===== src/include/bus_arb_pkg.sv =====
package bus_arb_pkg;

    // processor request lines on the shared bus
    localparam int NUM_PROCS = 6;
    localparam int ID_W = 3;

    // straps are taken once the pin filter has settled after reset
    // the filter output is settled after four edges, so the fifth reads it
    localparam logic [2:0] STRAP_SETTLE_CYCLES = 3'h4;

    // reset values
    localparam logic [2:0] MASTER_RST = 3'h0;
    localparam logic [2:0] LAST_RST = 3'h0;
    localparam logic [2:0] ID_RST = 3'h0;
    localparam logic [2:0] SINGLE_PROC_ID = 3'h0;
    localparam logic PIN_IDLE = 1'b1;

    typedef enum logic [1:0] {
        ST_ARB = 2'b00,
        ST_RELEASE = 2'b01,
        ST_HOST = 2'b10
    } host_state_t;

    // asynchronous pin inputs, all active low except id and rotate select
    typedef struct packed {
        logic host_bus_req_n;
        logic chip_sel_n;
        logic rotating_priority_sel;
        logic core_access_override_n;
        logic [NUM_PROCS-1:0] proc_bus_req_line;
        logic [ID_W-1:0] processor_number_straps;
        logic ext_dma_req_a;
        logic ext_dma_req_b;
    } pin_bundle_t;

    localparam int PIN_W = $bits(pin_bundle_t);
    localparam logic [PIN_W-1:0] PIN_RST = {4'hd, 6'h3f, 3'h0, 2'h3};

endpackage


===== src/rtl/pin_filter.sv =====
`timescale 1ns/1ns
module pin_filter
    import bus_arb_pkg::*;
#(
    parameter int W = 1,
    parameter logic [W-1:0] RST_VAL = '0
) (
    input wire logic mclk,
    input wire logic rst,
    input wire logic clk_en,
    input wire logic [W-1:0] din,
    output logic [W-1:0] dout
);

    logic [W-1:0] s1_q;
    logic [W-1:0] s2_q;
    logic [W-1:0] s3_q;

    // s1 only feeds s2; a bit moves on once s2 and s3 agree
    always_ff @(posedge mclk) begin
        if (rst) begin
            s1_q <= RST_VAL;
            s2_q <= RST_VAL;
            s3_q <= RST_VAL;
            dout <= RST_VAL;
        end else if (clk_en) begin
            s1_q <= din;
            s2_q <= s1_q;
            s3_q <= s2_q;
            for (int i = 0; i < W; i++) begin
                if (s2_q[i] == s3_q[i]) begin
                    dout[i] <= s3_q[i];
                end
            end
        end
    end

endmodule


===== src/rtl/host_multiproc_bus_arbiter.sv =====
`timescale 1ns/1ns
// Function
// - master yields bus, then asserts host grant
// - yielding floats address, data, selects, strobes
// - host request beats every processor request
// - grant held low until host request released
// - current master drives host grant, line 1 or a lone part when there is no master
// - acknowledge low inserts host wait states
// - acknowledge open drain unless active drive selected
// - acknowledge driven only with select and request
// - external request a serviced by channel 7
// - external request b serviced by channel 6
// - drive own request line, sample all others
// - straps pick own line, zero means single
// - rotate select high rotates, low fixed priority
// - core override suspends master background transfers
// - one arbitration decision per input clock
module host_multiproc_bus_arbiter
    import bus_arb_pkg::*;
(
    input wire logic mclk,
    input wire logic rst,
    input wire logic clk_en,
    input wire logic host_bus_req_n,
    input wire logic chip_sel_n,
    input wire logic host_bus_grant_n_i,
    output logic host_bus_grant_n_o,
    output logic host_bus_grant_n_oe,
    output logic host_access_ack_o,
    output logic host_access_ack_oe,
    input wire logic host_access_busy,
    input wire logic ack_active_drive_sel,
    input wire logic [NUM_PROCS-1:0] proc_bus_req_line_i,
    output logic [NUM_PROCS-1:0] proc_bus_req_line_o,
    output logic [NUM_PROCS-1:0] proc_bus_req_line_oe,
    input wire logic [ID_W-1:0] processor_number_straps,
    input wire logic rotating_priority_sel,
    input wire logic core_access_override_n_i,
    output logic core_access_override_n_o,
    output logic core_access_override_n_oe,
    input wire logic core_wants_bus,
    input wire logic dma_wants_bus,
    output logic bus_drive_en,
    output logic is_master,
    output logic dma_suspend,
    input wire logic ext_dma_req_a,
    input wire logic ext_dma_req_b,
    output logic ext_dma_grant_a,
    output logic ext_dma_grant_a_oe,
    output logic ext_dma_grant_b,
    output logic ext_dma_grant_b_oe,
    output logic dma_ch7_req,
    output logic dma_ch6_req,
    input wire logic dma_ch7_grant,
    input wire logic dma_ch6_grant
);

    ////////////////////////////////////////////////////////////////////////////////
    // pin conditioning

    pin_bundle_t pins_raw;
    pin_bundle_t pins_f;
    logic [PIN_W-1:0] pins_f_vec;

    assign pins_raw = '{host_bus_req_n: host_bus_req_n, chip_sel_n: chip_sel_n,
                        rotating_priority_sel: rotating_priority_sel,
                        core_access_override_n: core_access_override_n_i,
                        proc_bus_req_line: proc_bus_req_line_i,
                        processor_number_straps: processor_number_straps,
                        ext_dma_req_a: ext_dma_req_a, ext_dma_req_b: ext_dma_req_b};

    pin_filter #(.W(PIN_W), .RST_VAL(PIN_RST)) u_pin_filter (
        .mclk(mclk),
        .rst(rst),
        .clk_en(clk_en),
        .din(pins_raw),
        .dout(pins_f_vec)
    );

    assign pins_f = pin_bundle_t'(pins_f_vec);

    logic host_req_s;
    logic chip_sel_s;
    logic cpa_seen;
    logic [NUM_PROCS-1:0] br_req;

    assign host_req_s = ~pins_f.host_bus_req_n;
    assign chip_sel_s = ~pins_f.chip_sel_n;
    assign cpa_seen = ~pins_f.core_access_override_n;
    assign br_req = ~pins_f.proc_bus_req_line;

    ////////////////////////////////////////////////////////////////////////////////
    // strap capture: taken once after reset, then frozen, since the
    // system only changes them while reset is held

    logic [2:0] settle_q;
    logic loaded_q;
    logic [ID_W-1:0] id_q;
    logic [NUM_PROCS-1:0] own_mask;

    always_ff @(posedge mclk) begin
        if (rst) begin
            settle_q <= '0;
            loaded_q <= 1'b0;
            id_q <= ID_RST;
        end else if (clk_en && !loaded_q) begin
            settle_q <= settle_q + 3'h1;
            if (settle_q == STRAP_SETTLE_CYCLES) begin
                loaded_q <= 1'b1;
                id_q <= pins_f.processor_number_straps;
            end
        end
    end

    always_comb begin
        own_mask = '0;
        for (int i = 0; i < NUM_PROCS; i++) begin
            if (id_q == 3'(i + 1)) begin
                own_mask[i] = 1'b1;
            end
        end
    end

    ////////////////////////////////////////////////////////////////////////////////
    // distributed arbitration; every processor runs the same choice on
    // the same sampled lines, so all agree on the master

    function automatic logic [2:0] pick(input logic [NUM_PROCS-1:0] req,
                                        input logic [2:0] start);
        logic [2:0] idx;
        logic found;
        pick = 3'h0;
        found = 1'b0;
        for (int k = 1; k <= NUM_PROCS; k++) begin
            idx = 3'(((int'(start) + k - 1) % NUM_PROCS) + 1);
            if (!found && req[idx - 3'h1]) begin
                pick = idx;
                found = 1'b1;
            end
        end
    endfunction

    host_state_t st_q;
    logic [2:0] mst_q;
    logic [2:0] last_q;
    logic [2:0] winner;
    logic mst_holds;

    assign mst_holds = (mst_q != 3'h0) && br_req[mst_q - 3'h1];
    // fixed starts the search at line 1; rotating starts just past the
    // last master, which leaves it lowest
    assign winner = pick(br_req, pins_f.rotating_priority_sel ? last_q : 3'h0);

    always_ff @(posedge mclk) begin
        if (rst) begin
            mst_q <= MASTER_RST;
            last_q <= LAST_RST;
        end else if (clk_en && loaded_q && st_q == ST_ARB && !host_req_s) begin
            if (!mst_holds) begin
                mst_q <= winner;
                if (winner != 3'h0) begin
                    last_q <= winner;
                end
            end
        end
    end

    assign is_master = loaded_q && ((id_q == SINGLE_PROC_ID) || (mst_q == id_q));

    ////////////////////////////////////////////////////////////////////////////////
    // own request line and core override

    logic want_q;

    always_ff @(posedge mclk) begin
        if (rst) begin
            want_q <= 1'b0;
        end else if (clk_en) begin
            want_q <= core_wants_bus || dma_wants_bus;
        end
    end

    assign proc_bus_req_line_oe = loaded_q ? own_mask : '0;
    assign proc_bus_req_line_o = ~(own_mask & {NUM_PROCS{want_q}});

    // open drain: a slave core pulls low, the master never does
    assign core_access_override_n_oe = loaded_q && !is_master && core_wants_bus;
    assign core_access_override_n_o = 1'b0;
    assign dma_suspend = is_master && cpa_seen && dma_wants_bus;

    ////////////////////////////////////////////////////////////////////////////////
    // host hand-over

    logic grant_q;
    logic owner_q;

    always_ff @(posedge mclk) begin
        if (rst) begin
            st_q <= ST_ARB;
            grant_q <= 1'b0;
            owner_q <= 1'b0;
        end else if (clk_en && loaded_q) begin
            case (st_q)
                ST_ARB: begin
                    if (host_req_s) begin
                        st_q <= ST_RELEASE;
                        // with no master, line 1 (or a lone part) answers the host
                        owner_q <= is_master || (mst_q == 3'h0 && id_q <= 3'h1);
                    end
                end
                ST_RELEASE: begin
                    st_q <= ST_HOST;
                    grant_q <= 1'b1;
                end
                ST_HOST: begin
                    if (!host_req_s) begin
                        st_q <= ST_ARB;
                        grant_q <= 1'b0;
                        owner_q <= 1'b0;
                    end
                end
                default: begin
                    st_q <= ST_ARB;
                end
            endcase
        end
    end

    // the bus floats as soon as the host request is seen, two cycles ahead of grant
    assign bus_drive_en = is_master && st_q == ST_ARB && !host_req_s;
    assign host_bus_grant_n_oe = owner_q;
    assign host_bus_grant_n_o = ~grant_q;

    ////////////////////////////////////////////////////////////////////////////////
    // host access acknowledge

    logic ack_en;
    assign ack_en = chip_sel_s && host_req_s;

    always_ff @(posedge mclk) begin
        if (rst) begin
            host_access_ack_oe <= 1'b0;
            host_access_ack_o <= 1'b0;
        end else if (clk_en) begin
            host_access_ack_oe <= ack_en && (ack_active_drive_sel || host_access_busy);
            host_access_ack_o <= ack_en && ack_active_drive_sel && !host_access_busy;
        end
    end

    ////////////////////////////////////////////////////////////////////////////////
    // external dma channel mapping, pins active low

    assign dma_ch7_req = ~pins_f.ext_dma_req_a;
    assign dma_ch6_req = ~pins_f.ext_dma_req_b;

    always_ff @(posedge mclk) begin
        if (rst) begin
            ext_dma_grant_a <= PIN_IDLE;
            ext_dma_grant_b <= PIN_IDLE;
        end else if (clk_en) begin
            ext_dma_grant_a <= ~dma_ch7_grant;
            ext_dma_grant_b <= ~dma_ch6_grant;
        end
    end

    // grants float with the rest of the bus
    assign ext_dma_grant_a_oe = bus_drive_en;
    assign ext_dma_grant_b_oe = bus_drive_en;
endmodule


===== config.mk =====
export PLATFORM = sky130hd
export DESIGN_NAME = host_multiproc_bus_arbiter
export DESIGN_NICKNAME = d
export VERILOG_FILES = /design/src/include/bus_arb_pkg.sv /design/src/rtl/pin_filter.sv /design/src/rtl/host_multiproc_bus_arbiter.sv
export SDC_FILE = /design/constraint.sdc
export NUM_CORES = 1
export LEC_CHECK = 0
export BUFFER_PORTS_ARGS = -buffer_cell sky130_fd_sc_hd__buf_2
export CAP_MARGIN = 20
export CORE_MARGIN = 1.5
export CORE_UTILIZATION = 40
export CTS_CLUSTER_SIZE = 24
export DETAILED_ROUTE_END_ITERATION = 16
export PLACE_DENSITY = 0.66
export SKIP_CTS_REPAIR_TIMING = 1
export SYNTH_ARGS = -nofsm -noshare
export SYNTH_HDL_FRONTEND = slang
export SYNTH_SLANG_ARGS = --single-unit

===== constraint.sdc =====
create_clock -name mclk -period 5.6 [get_ports mclk]
set_input_delay 0.56 -clock mclk [delete_from_list [all_inputs] [get_ports mclk]]
set_output_delay 0.56 -clock mclk [all_outputs]
set_load 0.05 [all_outputs]

# ---- Word-level counts from Yosys, hierarchy flattened
# Index checks and enable logic that the tools add are counted.
dict set report word_totals {
  register_bits 82
  in_bits 25
  wordCells 212
}
dict set report classes {
  bitwise 12
  reduce_logical 62
  add_sub_neg 26
  magnitude_cmp 8
  div_mod_pow 6
  mux 40
  n_eq_ne 27
}
# op count
set op_table {}
lappend op_table {{remainder unit 32 x 4 -> 32 bit, second input constant} 6}
lappend op_table {{AND reduction 2 bit} 17}
lappend op_table {{subtractor 4 x 1 -> 5 bit, second input constant} 6}
lappend op_table {{less-than comparator 3 x 4 -> 1 bit, second input constant} 7}
lappend op_table {{logical AND 1 bit} 22}
lappend op_table {{binary-select mux 1 bit (select 3 bit)} 7}
lappend op_table {{2-to-1 mux 3 bit} 7}
lappend op_table {{subtractor 3 x 1 -> 3 bit, second input constant} 7}
lappend op_table {{2-to-1 mux 1 bit} 20}
lappend op_table {{adder 3 x 2 -> 3 bit, second input constant} 6}
lappend op_table {{== test 1 bit} 15}
lappend op_table {{adder 3 x 3 -> 4 bit, second input constant} 3}
lappend op_table {{== test 3 bit, second input constant} 4}
lappend op_table {{inverter 6 bit} 2}
lappend op_table {{inverter 1 bit} 9}
lappend op_table {{AND reduction 3 bit} 3}
lappend op_table {{adder 3 x 2 -> 4 bit, second input constant} 2}
lappend op_table {{zero test 1 bit} 8}
lappend op_table {{AND 6 bit} 1}
lappend op_table {{== test 3 x 2 -> 1 bit, second input constant} 2}
lappend op_table {{zero test 3 bit} 2}
lappend op_table {{2-to-1 mux 6 bit} 1}
lappend op_table {{case mux 2 bit (3 select lines)} 1}
lappend op_table {{nonzero test 3 bit} 2}
lappend op_table {{other kinds (15)} 21}

# ---- Longest topological paths before layout
dict set report depth {
  depth_word 26
  ltp_mapped 25
}

# ---- Hierarchy
# Synthesis repeated with hierarchy kept, for this count alone.
dict set report unflattened {
  cells_unflattened 569
  hier_area_um2 4996.0
}
# module seq_area_each_um2 area_each_um2 n_inst cells_each
set by_module_without_submodules {}
lappend by_module_without_submodules {host_multiproc_bus_arbiter 440.4 2631.3 1 339}
lappend by_module_without_submodules {pin_filter 1201.2 2364.8 1 230}

# ---- Least setup slack after synthesis
# Ideal clock, no wire load.
dict set report synth_path {
  path_type {reg-to-reg}
  startpoint {register u_pin_filter.dout[12]}
  endpoint {register last_q[2]}
  stages_incl_launch_ff 26
  t_arrival_ns 5.543
  setup_time_ns 0.096
  slack_ns -0.039
  path_buffers 3
  period_less_slack_ns 5.639
  path_cell_list {dfxtp_1 -> buf_6 -> clkbuf_1 -> nand2_1 -> inv_1 -> ha_1 -> a21bo_2 -> and2_1 -> inv_1 -> ha_1 -> nor2b_1 -> a21boi_0 -> nor2_1 -> a311oi_1 -> a21oi_1 -> ha_1 -> clkbuf_1 -> nor2_1 -> a22o_1 -> a311oi_2 -> o211ai_1 -> or4_4 -> a21o_1 -> a21o_1 -> or4b_1 -> o311ai_1}
}
dict set report synth_between {
  elab_chain_len 26
}
# element line_no
set synth_lines {}
lappend synth_lines {{start, declared} pin_filter.sv:12} ;# output logic [W-1:0] dout
lappend synth_lines {{start signal, assigned by index} pin_filter.sv:32} ;# dout[i] <= s3_q[i];
lappend synth_lines {{2-to-1 mux 3 bit *} host_multiproc_bus_arbiter.sv:152} ;# assign winner = pick(br_req, pins_f.rotating_priority_sel ? last_q : 3'h0);
lappend synth_lines {{adder 3 x 1 -> 4 bit} host_multiproc_bus_arbiter.sv:135} ;# idx = 3'(((int'(start) + k - 1) % NUM_PROCS) + 1);
lappend synth_lines {{subtractor 4 x 1 -> 5 bit} host_multiproc_bus_arbiter.sv:135}
lappend synth_lines {{remainder unit 32 x 4 -> 32 bit} host_multiproc_bus_arbiter.sv:135}
lappend synth_lines {{adder 3 x 2 -> 3 bit} host_multiproc_bus_arbiter.sv:135}
lappend synth_lines {{subtractor 3 x 1 -> 3 bit} host_multiproc_bus_arbiter.sv:136} ;# if (!found && req[idx - 3'h1]) begin
lappend synth_lines {{binary-select mux 1 bit (select 3 bit)} host_multiproc_bus_arbiter.sv:136}
lappend synth_lines {{2-to-1 mux 1 bit (implied by the code)} host_multiproc_bus_arbiter.sv:136}
lappend synth_lines {{[... 10 more ...]} n/a}
lappend synth_lines {{zero test 1 bit} host_multiproc_bus_arbiter.sv:136}
lappend synth_lines {{logical AND 1 bit} host_multiproc_bus_arbiter.sv:136}
lappend synth_lines {{2-to-1 mux 1 bit} host_multiproc_bus_arbiter.sv:136}
lappend synth_lines {{zero test 1 bit} host_multiproc_bus_arbiter.sv:136}
lappend synth_lines {{logical AND 1 bit} host_multiproc_bus_arbiter.sv:136}
lappend synth_lines {{2-to-1 mux 3 bit *} host_multiproc_bus_arbiter.sv:136}
lappend synth_lines {{nonzero test 3 bit} host_multiproc_bus_arbiter.sv:161} ;# if (winner != 3'h0) begin
lappend synth_lines {{AND reduction 3 bit (no source line)} n/a}
lappend synth_lines {{end signal, assigned} host_multiproc_bus_arbiter.sv:162} ;# last_q <= winner;
lappend synth_lines {{end, declared} host_multiproc_bus_arbiter.sv:145} ;# logic [2:0] last_q;
# Mark *: on every way between the ends. The rest lies on a longest branch, timed or not. The select of a mux whose other input is x is not followed.
# A chain may end at the register's enable or synchronous reset.

# ---- Final worst setup path
# Ends and elaborated chain as after synthesis.

==> results.yml <==
outcome:
  outcome: "completed"
cells_and_area:
  drive_gt1_share_pct: 16.9
  antenna-diode-count: 0
  finalNetCount: 651
  multi_input_area_sq_um: 2960
  design_area_sq_um: 5510
  nFillCells: 1124
  area_growth_pct: 13.9
  seqCellArea_sq_um: 1640
route:
  wl_per_cell_um: 14.6
  vias_per_cell: 5.56
  drc_errors: 0
  ant_nets: 0
  drt_iter0_drc: 246
  num_vias: 4186
  routed_wl_mm: 11.0
  dr.pass1.iters: 5
setup_path:
  crit_chain: "nand2_1 -> inv_1 -> ha_2 -> nand3b_1 -> and2_4 -> inv_1 -> ha_1 -> nor2b_2 -> a21boi_4 -> nor2_1 -> a311oi_1 -> a21oi_1 -> ha_4 -> nor2_1 -> a22o_1 -> a311oi_2 -> o211ai_1 -> or4_4 -> a21o_1 -> a21o_1 -> or4b_1 -> o311ai_1"
  worst-path-stages: 22
  slowest_delay_ns: 0.60
  worstSetupEndpointType: "flip-flop"
  r2r_start: "u_pin_filter.dout[12]$_SDFFE_PP0P_"
  path_max_fanout: 8
  r2r_setup_slack_ns: 0.35
  critPathLaunchType: "flip-flop"
  timing.rr.end: "last_q[2]$_SDFFE_PP0P_"
  crit_family: "simple AND/OR/NAND/NOR gates"
  critPathRequiredTime_ns: 5.84
  r2r_cells: 22
  critPathBufInv: 2
  cp_slowest_cell: "or4_4"
  arrival_ns: 5.48
  critPathKind: "flip-flop to flip-flop"
job:
  maxCapViolCount: 0
yosys:
  synth_area_leaders: "dfxtp_1, a211o_1, ha_1, nor2_1, a21oi_1"
  synth_seq_cells: 82
  synth_fp_nets: 618
  synth_cells: 572
  synth_area_leader_cell: "dfxtp_1"
  async_reset_ff_share_pct: 0
  yosysWarnings: 0
  synth_commonest_cells: "dfxtp_1, nor2_1, a21oi_1"
  synth-edff-count: 0
  yosysTopAreaCellShare_pct: 33.9
  synthesis.area_sq_um: 4840
  synth.avg_cell_area_sq_um: 8.45
  synth-seq-area-share_pct: 33.9
  synth_cell_type_count: 70
  synth.most_common_cell: "dfxtp_1"
  synthFlopType: "dfxtp_1"
placement:
  port_buffers: 49
  gp_congestion: 0.905
  place_hpwl_mm: 7.63
  dpl_cell_area_sq_um: 5170
sta:
  worst_slew_pin_slew_ns: 0.828
  timing.final.crit_share_pct: 93.7
  max_slew_margin_pct: 44.8
  rsz0062_at_grt: "no"
  hold_violations: 0
  fin_skew_ns: 0.00981
  fmax_mhz: 191
  final_max_slew_viol_count: 0
  fin_crit_ns: 5.25
  finalSetupTns_ns: 0
  setup_viol: 0
die:
  die_y_um: 113
  die_area_sq_um: 12800
  num_rows: 39
  chipWidth_um: 113
  coreArea_sq_um: 11600
  initial_utilization_pct: 41.6
  io_pins: 52
power_and_ir_drop:
  switching_share_pct: 24.0
  power.static_leakage_nw: 2.29
  ir_drop_uv: 224
  seqPwrFrac_pct: 47.3
  powerDensity_nw_per_um2: 240
  p_int_w: 0.00101
  combPwrFrac_pct: 7.9
  total_power_w: 0.00132
  pwr-share-clk_pct: 44.9
  power_switching_w: 0.000318
cts:
  cts-root-buf: "clkbuf_16"
  clk_pin_slew_ns: 0.07
  clockBufferDepth: 2
  htreeDepth: 3
  tritoncts: "done"
  cts_buffers: 9
  clkSinkCount: 82
  clkLatencyLatePin_ns: 0.34
global_route:
  grt_pass1_vias: 3982
  grt_usage_pct: 17.8
  grt_pass1_wl_mm: 18.6
  grt_start_max_net_pins: 85
  antenna_found_initial: 0
  overflow: 0
worst_hold_path:
  hold_path_end: "u_pin_filter.s1_q[0]$_SDFFE_PP1P_"
  hold_depth: 2
  min-delay-start: "ext_dma_req_b"
  hp-class: "input pin to flip-flop"
kinds of logic (layout without fill, tap and decap cells):
group | count (synthesis) | in the layout | synth area share (%)
other | 1 | 1 | 0.0775
AOI/OAI and AO/OA | 163 | 163 | 23.4
adders and majority gates | 21 | 21 | 5.43
and+or+nand+nor | 204 | 204 | 22.0
muxes | 28 | 28 | 7.71
xor gates and xnor gates | 11 | 11 | 1.99
buffers and inverters | 62 | 100 | 5.49
DFF | 82 | 82 | 33.9
power by group through the flow:
stage | Clock (W) | Sequential [W] | Combinational (W)
global route | 0.000635 | 0.000629 | 0.000117
floorplan | 0 | 0.000636 | 0.0000774
finish | 0.000594 | 0.000626 | 0.000104
detailed placement | 0 | 0.000639 | 0.000104
global placement | 0 | 0.000637 | 0.000101
CTS | 0.000609 | 0.000626 | 0.000105
sequential cells by signal (all words and copies together), names as in the netlist, 2 cells and up:
signal             flops
id_q                   3
u_pin_filter.s1_q     15
settle_q               3
u_pin_filter.dout     15
last_q                 3
mst_q                  3
st_q                   2
u_pin_filter.s3_q     15
u_pin_filter.s2_q     15
metal layers:
metal	track usage, %	part of all wire (%)	vias up
li1	-	-	2106
met1	22.2	46	1974
met2	30.1	48	86
met3	4.23	3.7	20
met4	6.92	2.4	0
met5	0	0	-
per-stage QoR:
stage	hold slack, ns	utilization [%]	setup slack (ns)	cells
floorplan	0.431	-	0.0346	572
global placement	0.439	44.5	0.260	737
detailed placement	0.445	44.5	0.0392	737
CTS	0.419	47.1	0.0157	753
global route	0.414	47.4	0.00736	753
finish	0.425	47.4	0.351	753
cell type report:
type                       instances  area share [%]
inverter                          24            1.64
tap                              143            3.25
clock buffer                      10            4.16
sequential                        82            29.8
clock inverter                     6            1.32
timing repair buffer              60            6.02
multi-input combinational        428            53.8
worst reg2reg max path: stages, from the launching register on:
cell and delay [ns]:
dfxtp_2 0.41, nand2_1 0.09, inv_1 0.08, ha_2 0.25, nand3b_1 0.23, and2_4 0.20, inv_1 0.07, ha_1 0.29
nor2b_2 0.15, a21boi_4 0.24, nor2_1 0.06, a311oi_1 0.25, a21oi_1 0.12, ha_4 0.38, nor2_1 0.05, a22o_1 0.28
a311oi_2 0.30, o211ai_1 0.18, or4_4 0.60, a21o_1 0.18, a21o_1 0.18, or4b_1 0.49, o311ai_1 0.09
worst max-delay path by stage:
stage / start / end
finish: u_pin_filter.dout[12]$_SDFFE_PP0P_ / last_q[2]$_SDFFE_PP0P_
global route: u_pin_filter.dout[12]$_SDFFE_PP0P_ / last_q[2]$_SDFFE_PP0P_
CTS: u_pin_filter.dout[12]$_SDFFE_PP0P_ / last_q[2]$_SDFFE_PP0P_
detailed placement: u_pin_filter.dout[12]$_SDFFE_PP0P_ / last_q[2]$_SDFFE_PP0P_
global placement: u_pin_filter.dout[12]$_SDFFE_PP0P_ / last_q[2]$_SDFFE_PP0P_
floorplan: u_pin_filter.dout[12]$_SDFFE_PP0P_ / last_q[2]$_SDFFE_PP0P_
cells in the final DEF (no fill, tap or decap), types with 3 or more instances in the layout:
cell,instances
nor2b_1,29
ha_1,18
and2_1,20
a211o_1,33
clkbuf_16,9
o211ai_1,3
nand2b_1,20
nand2_1,34
nand3_1,10
a211oi_1,3
buf_2,49
a31oi_1,3
a21oi_1,44
mux4_2,7
o21bai_1,11
o22ai_1,3
o311ai_0,3
nor3_1,7
inv_1,22
mux2i_1,17
nor2_1,60
a21o_1,5
dfxtp_1,80
inv_6,3
buf_4,10
nand3b_1,4
xnor2_1,7
o21ai_0,24
xor2_1,4
(Power assumes the default switching activity.)
